===== config.mk =====
export PLATFORM = sky130hd
export DESIGN_NAME = motor_starter_fault_supervisor
export DESIGN_NICKNAME = d
export VERILOG_FILES = /design/src/fault_supervisor_pkg.sv /design/src/motor_starter_fault_supervisor.sv
export VERILOG_INCLUDE_DIRS = /design/src
export SDC_FILE = /design/constraint.sdc
export NUM_CORES = 1
export LEC_CHECK = 0
export ABC_AREA = 1
export BUFFER_PORTS_ARGS = -buffer_cell sky130_fd_sc_hd__buf_4
export CAP_MARGIN = 20
export CORE_UTILIZATION = 40
export DETAILED_ROUTE_END_ITERATION = 7
export PLACE_DENSITY_LB_ADDON = 0.2
export SLEW_MARGIN = 40
export SYNTH_ARGS = -nofsm -noshare
export SYNTH_HDL_FRONTEND = slang
export SYNTH_SLANG_ARGS = --single-unit
export TNS_END_PERCENT = 20

===== constraint.sdc =====
create_clock -name sys_clk -period 3.5 [get_ports sys_clk]
set_clock_uncertainty 0.1 [all_clocks]
set_input_delay 0.7 -clock sys_clk [delete_from_list [all_inputs] [get_ports sys_clk]]
set_output_delay 0.7 -clock sys_clk [all_outputs]
set_load 0.02 [all_outputs]

===== src/fault_supervisor_cfg.svh =====
`ifndef FAULT_SUPERVISOR_CFG_SVH
`define FAULT_SUPERVISOR_CFG_SVH

// Clock rate in Hz
`define CLK_HZ           200000000
// Times in their own units
`define PH_LOSS_1PH_MS   500
`define PH_LOSS_3PH_MS   200
`define CTRL_LOSS_MS     200
`define LOCKED_ROTOR_MS  200
`define RESTART_GAP_S    60
// Derived cycle counts (least times round up, +1 makes "for more than" strict)
`define PH_LOSS_1PH_CYC  ((`CLK_HZ / 1000) * `PH_LOSS_1PH_MS)
`define PH_LOSS_3PH_CYC  ((`CLK_HZ / 1000) * `PH_LOSS_3PH_MS)
`define CTRL_LOSS_CYC    ((`CLK_HZ / 1000) * `CTRL_LOSS_MS + 1)
`define LOCKED_ROTOR_CYC ((`CLK_HZ / 1000) * `LOCKED_ROTOR_MS + 1)
// Gap product needs 34 bits; a plain 32-bit product would wrap
`define RESTART_GAP_CYC  (36'(`CLK_HZ) * `RESTART_GAP_S)
// Restart attempts before escalating
`define MAX_ATTEMPTS     6
// History depth
`define HIST_DEPTH       5
// Locked rotor multiple of rated current
`define LR_MULT          5
// Fault codes
`define FC_NONE          4'h0
`define FC_PHASE_LOSS    4'h1
`define FC_LINE_FREQ     4'h2
`define FC_SUPPLY        4'h3
`define FC_CTRL_LINE     4'h4
`define FC_LOCKED_ROTOR  4'h5
`define FC_THERMISTOR    4'h6
`define FC_EXTERNAL      4'h7
`define FC_UNDERLOAD     4'h8
`define FC_ESCALATED     4'h9

`endif


===== src/fault_supervisor_pkg.sv =====
package fault_supervisor_pkg;

   typedef enum logic [1:0] {
      st_run,
      st_auto_wait,
      st_manual,
      st_armed
   } sup_state_t;

   // Current-sensing inputs grouped together
   typedef struct packed {
      logic [15:0] phase_a;
      logic [15:0] phase_b;
      logic [15:0] phase_c;
      logic [15:0] rated;
      logic [15:0] phase_loss_current_threshold;
   } current_meas_t;

   // Relay and display outputs
   typedef struct packed {
      logic       run_status_relay;
      logic       isolation_or_fault_relay;
      logic       display_flash;
      logic [3:0] display_code;
   } indicate_t;

endpackage : fault_supervisor_pkg


===== src/motor_starter_fault_supervisor.sv =====
// Functional notes
// - Auto-reset fault locks the starter and freewheels the motor.
// - Auto-reset fault restarts the motor once the condition disappears.
// - Auto-reset fault opens the run-status relay.
// - Auto-reset fault opens configurable relay only in isolation mode.
// - Fault code flashes exactly while the fault condition persists.
// - Five most recent faults kept, readable from outside.
// - Up to six restart attempts spaced 60 s while fault persists.
// - Fault still present at sixth attempt trips to manual-reset state.
// - On that trip the configurable relay opens in fault-relay mode.
// - Phase loss: current below threshold 0.5 s single, 0.2 s three-phase.
// - Line frequency out of configured tolerance is an auto-reset fault.
// - Control supply lost over 200 ms is a control-line failure.
// - Supply found faulty at a run command is an auto-reset fault.
// - Without automatic restart, auto-reset faults act as manual-reset faults.
// - Manual-reset fault locks, freewheels, opens both relays.
// - Fault-clear input assigned: run edges do not clear a fault.
// - Locked rotor only bypassed steady state, current >= 5x rated over 0.2 s.
// - Thermistor over-temperature is a manual-reset fault.
`timescale 1ns/100ps
`include "fault_supervisor_cfg.svh"

module motor_starter_fault_supervisor (
   input  wire logic                                 sys_clk,
   input  wire logic                                 rstn,
   input  wire logic                                 run_cmd,
   input  wire logic                                 assignable_logic_input,
   input  wire logic                                 fault_clear_input_function,
   input  wire logic                                 auto_restart_en,
   input  wire logic                                 relay1_is_isolation,
   input  wire logic                                 single_phase,
   input  wire fault_supervisor_pkg::current_meas_t  meas,
   input  wire logic                                 freq_out_of_band,
   input  wire logic                                 control_supply_ok,
   input  wire logic                                 power_supply_ok,
   input  wire logic                                 bypass_steady,
   input  wire logic                                 thermistor_hot,
   input  wire logic                                 external_fault,
   input  wire logic                                 motor_underload_fault,
   input  wire logic [2:0]                           hist_sel,
   output fault_supervisor_pkg::indicate_t           ind_ff,
   output logic                                      motor_drive_en_ff,
   output logic [3:0]                                hist_code_ff,
   output logic [2:0]                                attempts_ff
);
   import fault_supervisor_pkg::*;

   localparam logic [31:0] PLOSS1_CYC = 32'(`PH_LOSS_1PH_CYC);
   localparam logic [31:0] PLOSS3_CYC = 32'(`PH_LOSS_3PH_CYC);
   localparam logic [31:0] CLL_CYC    = 32'(`CTRL_LOSS_CYC);
   localparam logic [31:0] LR_CYC     = 32'(`LOCKED_ROTOR_CYC);
   localparam logic [35:0] GAP_DEF    = 36'(`RESTART_GAP_CYC);

   // Long gap is a parameter so simulation can shorten the 60 s wait
   parameter logic [35:0] RESTART_GAP_CYC = GAP_DEF;

   // True when a phase draws at least the locked-rotor multiple of rated
   function automatic logic over_lr(input logic [15:0] ph, input logic [15:0] rated);
      over_lr = {3'h0, ph} >= (19'(`LR_MULT) * {3'h0, rated}); // 19 bits hold five times full scale
   endfunction : over_lr

   // Qualifier timers: 0 phase loss, 1 control line, 2 locked rotor
   logic [2:0]  qcond;
   logic [2:0]  qhit;
   logic [31:0] qlim [3];

   // Raw condition for each qualified fault
   always_comb begin
      qcond[0] = motor_drive_en_ff &&
                 (meas.phase_a < meas.phase_loss_current_threshold ||
                  meas.phase_b < meas.phase_loss_current_threshold ||
                  meas.phase_c < meas.phase_loss_current_threshold);
      qcond[1] = !control_supply_ok;
      qcond[2] = bypass_steady && (over_lr(meas.phase_a, meas.rated) ||
                 over_lr(meas.phase_b, meas.rated) || over_lr(meas.phase_c, meas.rated));
      qlim[0]  = single_phase ? PLOSS1_CYC : PLOSS3_CYC;
      qlim[1]  = CLL_CYC;
      qlim[2]  = LR_CYC;
   end

   // Each timer counts while its condition holds and saturates at its limit
   genvar gi;
   generate
      for (gi = 0; gi < 3; gi++) begin : g_qual
         logic [31:0] cnt_ff;  // Local per timer, so one process owns each register
         logic [31:0] nxt_cnt;
         always_comb begin
            if (!qcond[gi])
               nxt_cnt = 32'h0;
            else if (cnt_ff < qlim[gi])
               nxt_cnt = cnt_ff + 32'h1;
            else
               nxt_cnt = cnt_ff;
         end
         assign qhit[gi] = qcond[gi] && (cnt_ff >= qlim[gi]);
         always_ff @(posedge sys_clk or negedge rstn) begin
            if (!rstn)
               cnt_ff <= 32'h0;
            else
               cnt_ff <= nxt_cnt;
         end
      end
   endgenerate

   // Run edge detect; supply check latched on a run edge
   logic run_d_ff;
   logic supply_bad_ff;
   logic nxt_supply_bad;
   logic run_rise;
   assign run_rise = run_cmd && !run_d_ff;

   always_comb begin
      nxt_supply_bad = supply_bad_ff;
      if (run_rise && !power_supply_ok)
         nxt_supply_bad = 1'b1;
      else if (power_supply_ok)
         nxt_supply_bad = 1'b0;
   end

   always_ff @(posedge sys_clk or negedge rstn) begin
      if (!rstn) begin
         run_d_ff      <= 1'b0;
         supply_bad_ff <= 1'b0;
      end else begin
         run_d_ff      <= run_cmd;
         supply_bad_ff <= nxt_supply_bad;
      end
   end

   // Fault classification with fixed priority, manual class first
   logic       auto_flt;
   logic       man_flt;
   logic [3:0] auto_code;
   logic [3:0] man_code;

   always_comb begin
      man_flt  = thermistor_hot || external_fault || motor_underload_fault || qhit[2];
      man_code = thermistor_hot ? `FC_THERMISTOR :
                 qhit[2]        ? `FC_LOCKED_ROTOR :
                 external_fault ? `FC_EXTERNAL : `FC_UNDERLOAD;
      auto_flt  = qhit[0] || freq_out_of_band || supply_bad_ff || qhit[1];
      auto_code = qhit[1]          ? `FC_CTRL_LINE :
                  qhit[0]          ? `FC_PHASE_LOSS :
                  freq_out_of_band ? `FC_LINE_FREQ : `FC_SUPPLY;
   end

   // Supervisor state, attempt counter and restart interval
   sup_state_t  state_ff;
   sup_state_t  nxt_state;
   logic [2:0]  nxt_attempts;
   logic [35:0] gap_ff;
   logic [35:0] nxt_gap;
   logic [3:0]  latched_ff;
   logic [3:0]  nxt_latched;
   logic        escalated_ff;
   logic        nxt_escalated;
   logic        clear_ok;
   logic        log_evt;
   logic [3:0]  log_code;

   // run edge only clears when no logic input owns reset
   assign clear_ok = fault_clear_input_function ? assignable_logic_input : run_rise;

   always_comb begin
      nxt_state     = state_ff;
      nxt_attempts  = attempts_ff;
      nxt_gap       = gap_ff;
      nxt_latched   = latched_ff;
      nxt_escalated = escalated_ff;
      log_evt       = 1'b0;
      log_code      = `FC_NONE;
      unique case (state_ff)
         st_run: begin
            if (man_flt || (auto_flt && !auto_restart_en)) begin
               nxt_state   = st_manual;
               nxt_latched = man_flt ? man_code : auto_code;
               log_evt     = 1'b1;
               log_code    = nxt_latched;
            end else if (auto_flt) begin
               nxt_state   = st_auto_wait;
               nxt_latched = auto_code;
               nxt_gap     = 36'h0;
               log_evt     = 1'b1;
               log_code    = auto_code;
            end else begin
               nxt_attempts = 3'h0;
            end
         end
         st_auto_wait: begin
            if (man_flt) begin
               nxt_state   = st_manual;
               nxt_latched = man_code;
               log_evt     = 1'b1;
               log_code    = man_code;
            end else if (!auto_flt) begin
               nxt_state = st_run;
            end else if (gap_ff >= RESTART_GAP_CYC - 36'h1) begin
               nxt_gap      = 36'h0;
               nxt_attempts = attempts_ff + 3'h1;
               if (attempts_ff + 3'h1 >= 3'(`MAX_ATTEMPTS)) begin
                  nxt_state     = st_manual;
                  nxt_escalated = 1'b1;
                  log_evt       = 1'b1;
                  log_code      = `FC_ESCALATED;
               end
            end else begin
               nxt_gap = gap_ff + 36'h1;
            end
         end
         st_manual: begin
            if (!man_flt && !auto_flt && clear_ok) begin
               nxt_state     = st_armed;
               nxt_attempts  = 3'h0;
               nxt_gap       = 36'h0;
               nxt_escalated = 1'b0;
               nxt_latched   = `FC_NONE;
            end
         end
         st_armed: begin
            if (man_flt || auto_flt) begin
               nxt_state   = st_manual;
               nxt_latched = man_flt ? man_code : auto_code;
               log_evt     = 1'b1;
               log_code    = nxt_latched;
            end else if (run_rise) begin
               nxt_state = st_run;
            end
         end
      endcase
   end

   always_ff @(posedge sys_clk or negedge rstn) begin
      if (!rstn) begin
         state_ff     <= st_run;
         attempts_ff  <= 3'h0;
         gap_ff       <= 36'h0;
         latched_ff   <= `FC_NONE;
         escalated_ff <= 1'b0;
      end else begin
         state_ff     <= nxt_state;
         attempts_ff  <= nxt_attempts;
         gap_ff       <= nxt_gap;
         latched_ff   <= nxt_latched;
         escalated_ff <= nxt_escalated;
      end
   end

   // Five-entry history, newest in slot 0
   logic [3:0] hist_ff [`HIST_DEPTH];
   logic [3:0] nxt_hist [`HIST_DEPTH];

   always_comb begin
      for (int i = 0; i < `HIST_DEPTH; i++)
         nxt_hist[i] = hist_ff[i];
      if (log_evt) begin
         nxt_hist[0] = log_code;
         for (int i = 1; i < `HIST_DEPTH; i++)
            nxt_hist[i] = hist_ff[i-1];
      end
   end

   always_ff @(posedge sys_clk or negedge rstn) begin
      if (!rstn) begin
         for (int i = 0; i < `HIST_DEPTH; i++)
            hist_ff[i] <= `FC_NONE;
      end else begin
         for (int i = 0; i < `HIST_DEPTH; i++)
            hist_ff[i] <= nxt_hist[i];
      end
   end

   // Output decode; registered so relays never see decode glitches
   indicate_t  nxt_ind;
   logic       nxt_drive;
   logic [3:0] nxt_hcode;
   logic       fault_live;

   always_comb begin
      fault_live            = (state_ff == st_auto_wait) ? auto_flt :
                              (state_ff == st_manual) ? (man_flt || auto_flt) : 1'b0;
      nxt_ind.display_flash = fault_live;
      nxt_ind.display_code  = fault_live ? (man_flt ? man_code : auto_code) : `FC_NONE;
      nxt_drive             = (state_ff == st_run) && run_cmd && !man_flt && !auto_flt;
      // run-status relay opens on any fault
      nxt_ind.run_status_relay = (state_ff == st_run) && !man_flt && !auto_flt;
      if (state_ff == st_auto_wait)
         // isolation opens, fault relay stays closed
         nxt_ind.isolation_or_fault_relay = !relay1_is_isolation;
      else if (state_ff == st_manual)
         // manual and escalated trips open it
         nxt_ind.isolation_or_fault_relay = 1'b0;
      else
         nxt_ind.isolation_or_fault_relay = 1'b1;
      nxt_hcode = (hist_sel < 3'(`HIST_DEPTH)) ? hist_ff[hist_sel] : `FC_NONE;
   end

   always_ff @(posedge sys_clk or negedge rstn) begin
      if (!rstn) begin
         ind_ff            <= '0;
         motor_drive_en_ff <= 1'b0;
         hist_code_ff      <= `FC_NONE;
      end else begin
         ind_ff            <= nxt_ind;
         motor_drive_en_ff <= nxt_drive;
         hist_code_ff      <= nxt_hcode;
      end
   end

   // Assertions
   a_manual_relays_open: assert property (@(posedge sys_clk) disable iff (!rstn)
      state_ff == st_manual |=> !ind_ff.run_status_relay && !ind_ff.isolation_or_fault_relay)
      else $error("manual fault left a relay closed");
   a_auto_relay_mode: assert property (@(posedge sys_clk) disable iff (!rstn)
      state_ff == st_auto_wait |=> ind_ff.isolation_or_fault_relay == !$past(relay1_is_isolation))
      else $error("configurable relay wrong in auto fault");
   a_auto_no_drive: assert property (@(posedge sys_clk) disable iff (!rstn)
      state_ff != st_run |=> !motor_drive_en_ff)
      else $error("motor driven while locked");
   a_auto_restart: assert property (@(posedge sys_clk) disable iff (!rstn)
      state_ff == st_auto_wait && !auto_flt && !man_flt |=> state_ff == st_run)
      else $error("no restart after fault cleared");
   a_escalate_six: assert property (@(posedge sys_clk) disable iff (!rstn)
      $rose(escalated_ff) |-> attempts_ff == 3'(`MAX_ATTEMPTS) && state_ff == st_manual)
      else $error("escalation not at sixth attempt");
   a_attempt_clear: assert property (@(posedge sys_clk) disable iff (!rstn)
      state_ff == st_run && !auto_flt && !man_flt |=> attempts_ff == 3'h0)
      else $error("attempts not reset after restart");
   a_run_edge_blocked: assert property (@(posedge sys_clk) disable iff (!rstn)
      state_ff == st_manual && fault_clear_input_function && !assignable_logic_input |=> state_ff != st_armed)
      else $error("run edge cleared with logic input assigned");
   a_flash_follows: assert property (@(posedge sys_clk) disable iff (!rstn)
      state_ff == st_run ##1 state_ff == st_run |-> !ind_ff.display_flash)
      else $error("display flashing with no fault");
   a_auto_as_manual: assert property (@(posedge sys_clk) disable iff (!rstn)
      state_ff == st_run && auto_flt && !auto_restart_en |=> state_ff == st_manual)
      else $error("auto fault not handled as manual");
   a_history_shift: assert property (@(posedge sys_clk) disable iff (!rstn)
      log_evt |=> hist_ff[0] == $past(log_code) && hist_ff[1] == $past(hist_ff[0]))
      else $error("history not shifted");

endmodule : motor_starter_fault_supervisor


==> metrics <==
part of the Yosys area used for sequential elements 32.2%; die area 34000 µm²; Synth cell types 49; CP max stage delay 360 ps; Initial Utilization 40.8%; fin crit period 4300 ps; GRT Util Overall 21.8%; first-pass GRT wire length 60100 µm; Synth Cell Area 13300 µm²; Layout Cells excl Fill 2525; # IOs 113; worst hold slack 144 ps; Placed Instances 2484; Leakage 7.92 nW; CTS tree done; largest net degree at the start of global routing 63; Post-Route WL 36400 µm; vias in the first global route 12600; Hold Fails Final Rpt 0; cell mode on critical path nand2_1; H-Tree Level Count 4; RSZ-0062 raised after global routing true; worst min path class in -> async; Worst Max-Slew Pin Slew 621 ps; worst setup margin -797 ps; num rows 66; Die Wd 184 µm; Post-synth EDFFs 0; Area growth syn-to-layout 25.2%; Inserted Diodes 0; pwr/cell area 431 nW/µm²; post-synthesis average cell area 7.19 µm²; status complete, but fails checks; largest family of logic cells by synthesized area simple AND/OR/NAND/NOR gates; Core Util, Final 51.0%; clock sinks 171; post-DP HPWL 28300 µm; Final ANT Viol Nets 0; Crit-path slowest cell fa_2; DP Worst Slack -1450 ps; violated checks negative setup slack; post-synthesis compound-gate area fraction 11.3%; Tcrit/Tclk final 123%; fmax 233 MHz; clock-pin slew on the worst setup and hold paths 70 ps; vias after detailed routing 13000; initial antenna violation count 0; drt wl/cell 14.4 µm; Placer Congestion 0.949; Crit. End Element flop; CTS Root Cell clkbuf_16; max_cap viols 0; met1 GRT Util 28.5%; commonest non-fill, non-tap cell in the layout nand2_1; M2 GR Usage 36.7%; Post-Syn Nets 2092; XOR/XNOR Fraction of Synth Area 3.23%; Top FF cell, synth dfrtp_1; Synth Instances 1850; Worst EP arrival 4530 ps; TritonRoute pass-1 iters 5; Worst-Skew Late Latency 440 ps; core box area 32600 µm²; #FFs+latches synth 171; share of cells above drive strength 1 17.5%; post-DR vias/cell 5.16; Residual DRC 0; simple logic cell fraction of the synthesized area 31.5%; relative slew slack 58.3%; Max Transition Viols Final 0; Critical Path RT 3740 ps; endpoints failing setup 100; Num CTS Buffers 17; ys async rst share 100%; Die Ht 184 µm; Warnings, synthesis 0; worst setup path class in -> reg; Initial DRC Count 696; crit start category input pin; met3 usage 3.68%; post-synthesis mux area share 0%; post-layout net count 2313; grt peak-use layer met2; IO Port Bufs 112; total congestion overflow 0; crit path max fanout 18; VDD IR max 0.329 mV; post-synthesis adder-cell area fraction 13.6%; Bufs on Longest Clock Path 2; most frequent cells in the layout nand2_1, inv_1, buf_4
==> timing repair <==
action	CTS	global route
endpoints found under the setup margin	100	100
resized for setup	43	57
pin swaps	9	8
hold endpoints to repair	0	0
hold buffers	0	0
setup buffers	1	5
cloned	1	3
==> flip-flops by register name (all words and copies together) (netlist names), named ones only <==
register	cells
g_qual.cnt_ff	96
gap_ff	36
hist_ff	20
ind_ff	7
hist_code_ff	4
attempts_ff	3
motor_drive_en_ff	1
run_d_ff	1
state_ff	1
supply_bad_ff	1
==> logic make-up (layout without fill, tap and decap cells) <==
kind of cell    Yosys count  in the layout
simple gates            940            940
buf+inv                 279            512
compound gates          267            267
flops                   171            171
fa+ha+maj               144            144
xor+xnor                 49             49
==> area by class of cell <==
cell class / instances / area [µm²]
sequential: 171 / 4280
timing repair buffer: 236 / 1980
clock inverter: 11 / 168
clock buffer: 20 / 457
fill: 3200 / 16000
multi-input combinational: 1400 / 8280
tap: 442 / 553
inverter: 245 / 922
==> synthesized netlist by cell type (14+ instances only) <==
library cell | instances | share of area [%]
a21oi_1 | 106 | 4.0
buf_2 | 15 | 0.56
clkbuf_1 | 14 | 0.40
dfrtp_1 | 171 | 32
ha_1 | 143 | 13
inv_1 | 234 | 6.6
nand2_1 | 419 | 12
nand3_1 | 107 | 4.0
nand4_1 | 90 | 4.2
nor2_1 | 190 | 5.4
nor3_1 | 77 | 2.9
nor4_1 | 23 | 1.1
o21ai_0 | 85 | 3.2
o21ai_1 | 14 | 0.53
o31ai_1 | 20 | 1.1
xor2_1 | 37 | 2.4
==> per-layer routing <==
metal	part of all wire, %	wire, µm
met1	47	17200
met4	2.0	722
met2	47	17100
met5	0	0
met3	3.9	1410
==> power breakdown <==
group	internal (mW)	switching (mW)
clock network	1.23	0.808
registers	2.14	0.141
logic	1.24	1.61
total	4.61	2.56
==> critical path, delay by kind of cell <==
| family | cells | cell delay (ps) |
|---|---|---|
| simple gates | 18 | 1520 |
| xor+xnor | 1 | 140 |
| fa+ha+maj | 4 | 1030 |
| compound gates | 4 | 650 |
| buf+inv | 5 | 470 |
==> per-stage QoR <==
step / cell area (µm²) / setup TNS [ps] / power (mW)
6_report: 16600 / -68690 / 7.17
2_1_floorplan: 13400 / -95460 / 3.69
4_1_cts: 16300 / -71190 / 6.88
3_5_place_dp: 15500 / -135590 / 4.69
3_3_place_gp: 15500 / -130050 / 4.66
5_1_grt: 16600 / -99690 / 7.61
==> worst paths after layout <==
check / start / slack, ps / end / cells after the start
min reg2reg: gap_ff[35]$_DFFE_PN0P_ / 370 / gap_ff[35]$_DFFE_PN0P_ / 2
max in group asynchronous: rstn / 2400 / g_qual[0].cnt_ff[20]$_DFFE_PN0P_ / 2
min: rstn / 140 / gap_ff[17]$_DFFE_PN0P_ / 1
max reg2reg: gap_ff[0]$_DFFE_PN0P_ / 470 / gap_ff[32]$_DFFE_PN0P_ / 14
max: meas[19] / -800 / gap_ff[8]$_DFFE_PN0P_ / 32
min in group sys_clk: run_cmd / 280 / run_d_ff$_DFF_PN0_ / 1
Power figures use the tool's default switching activity.
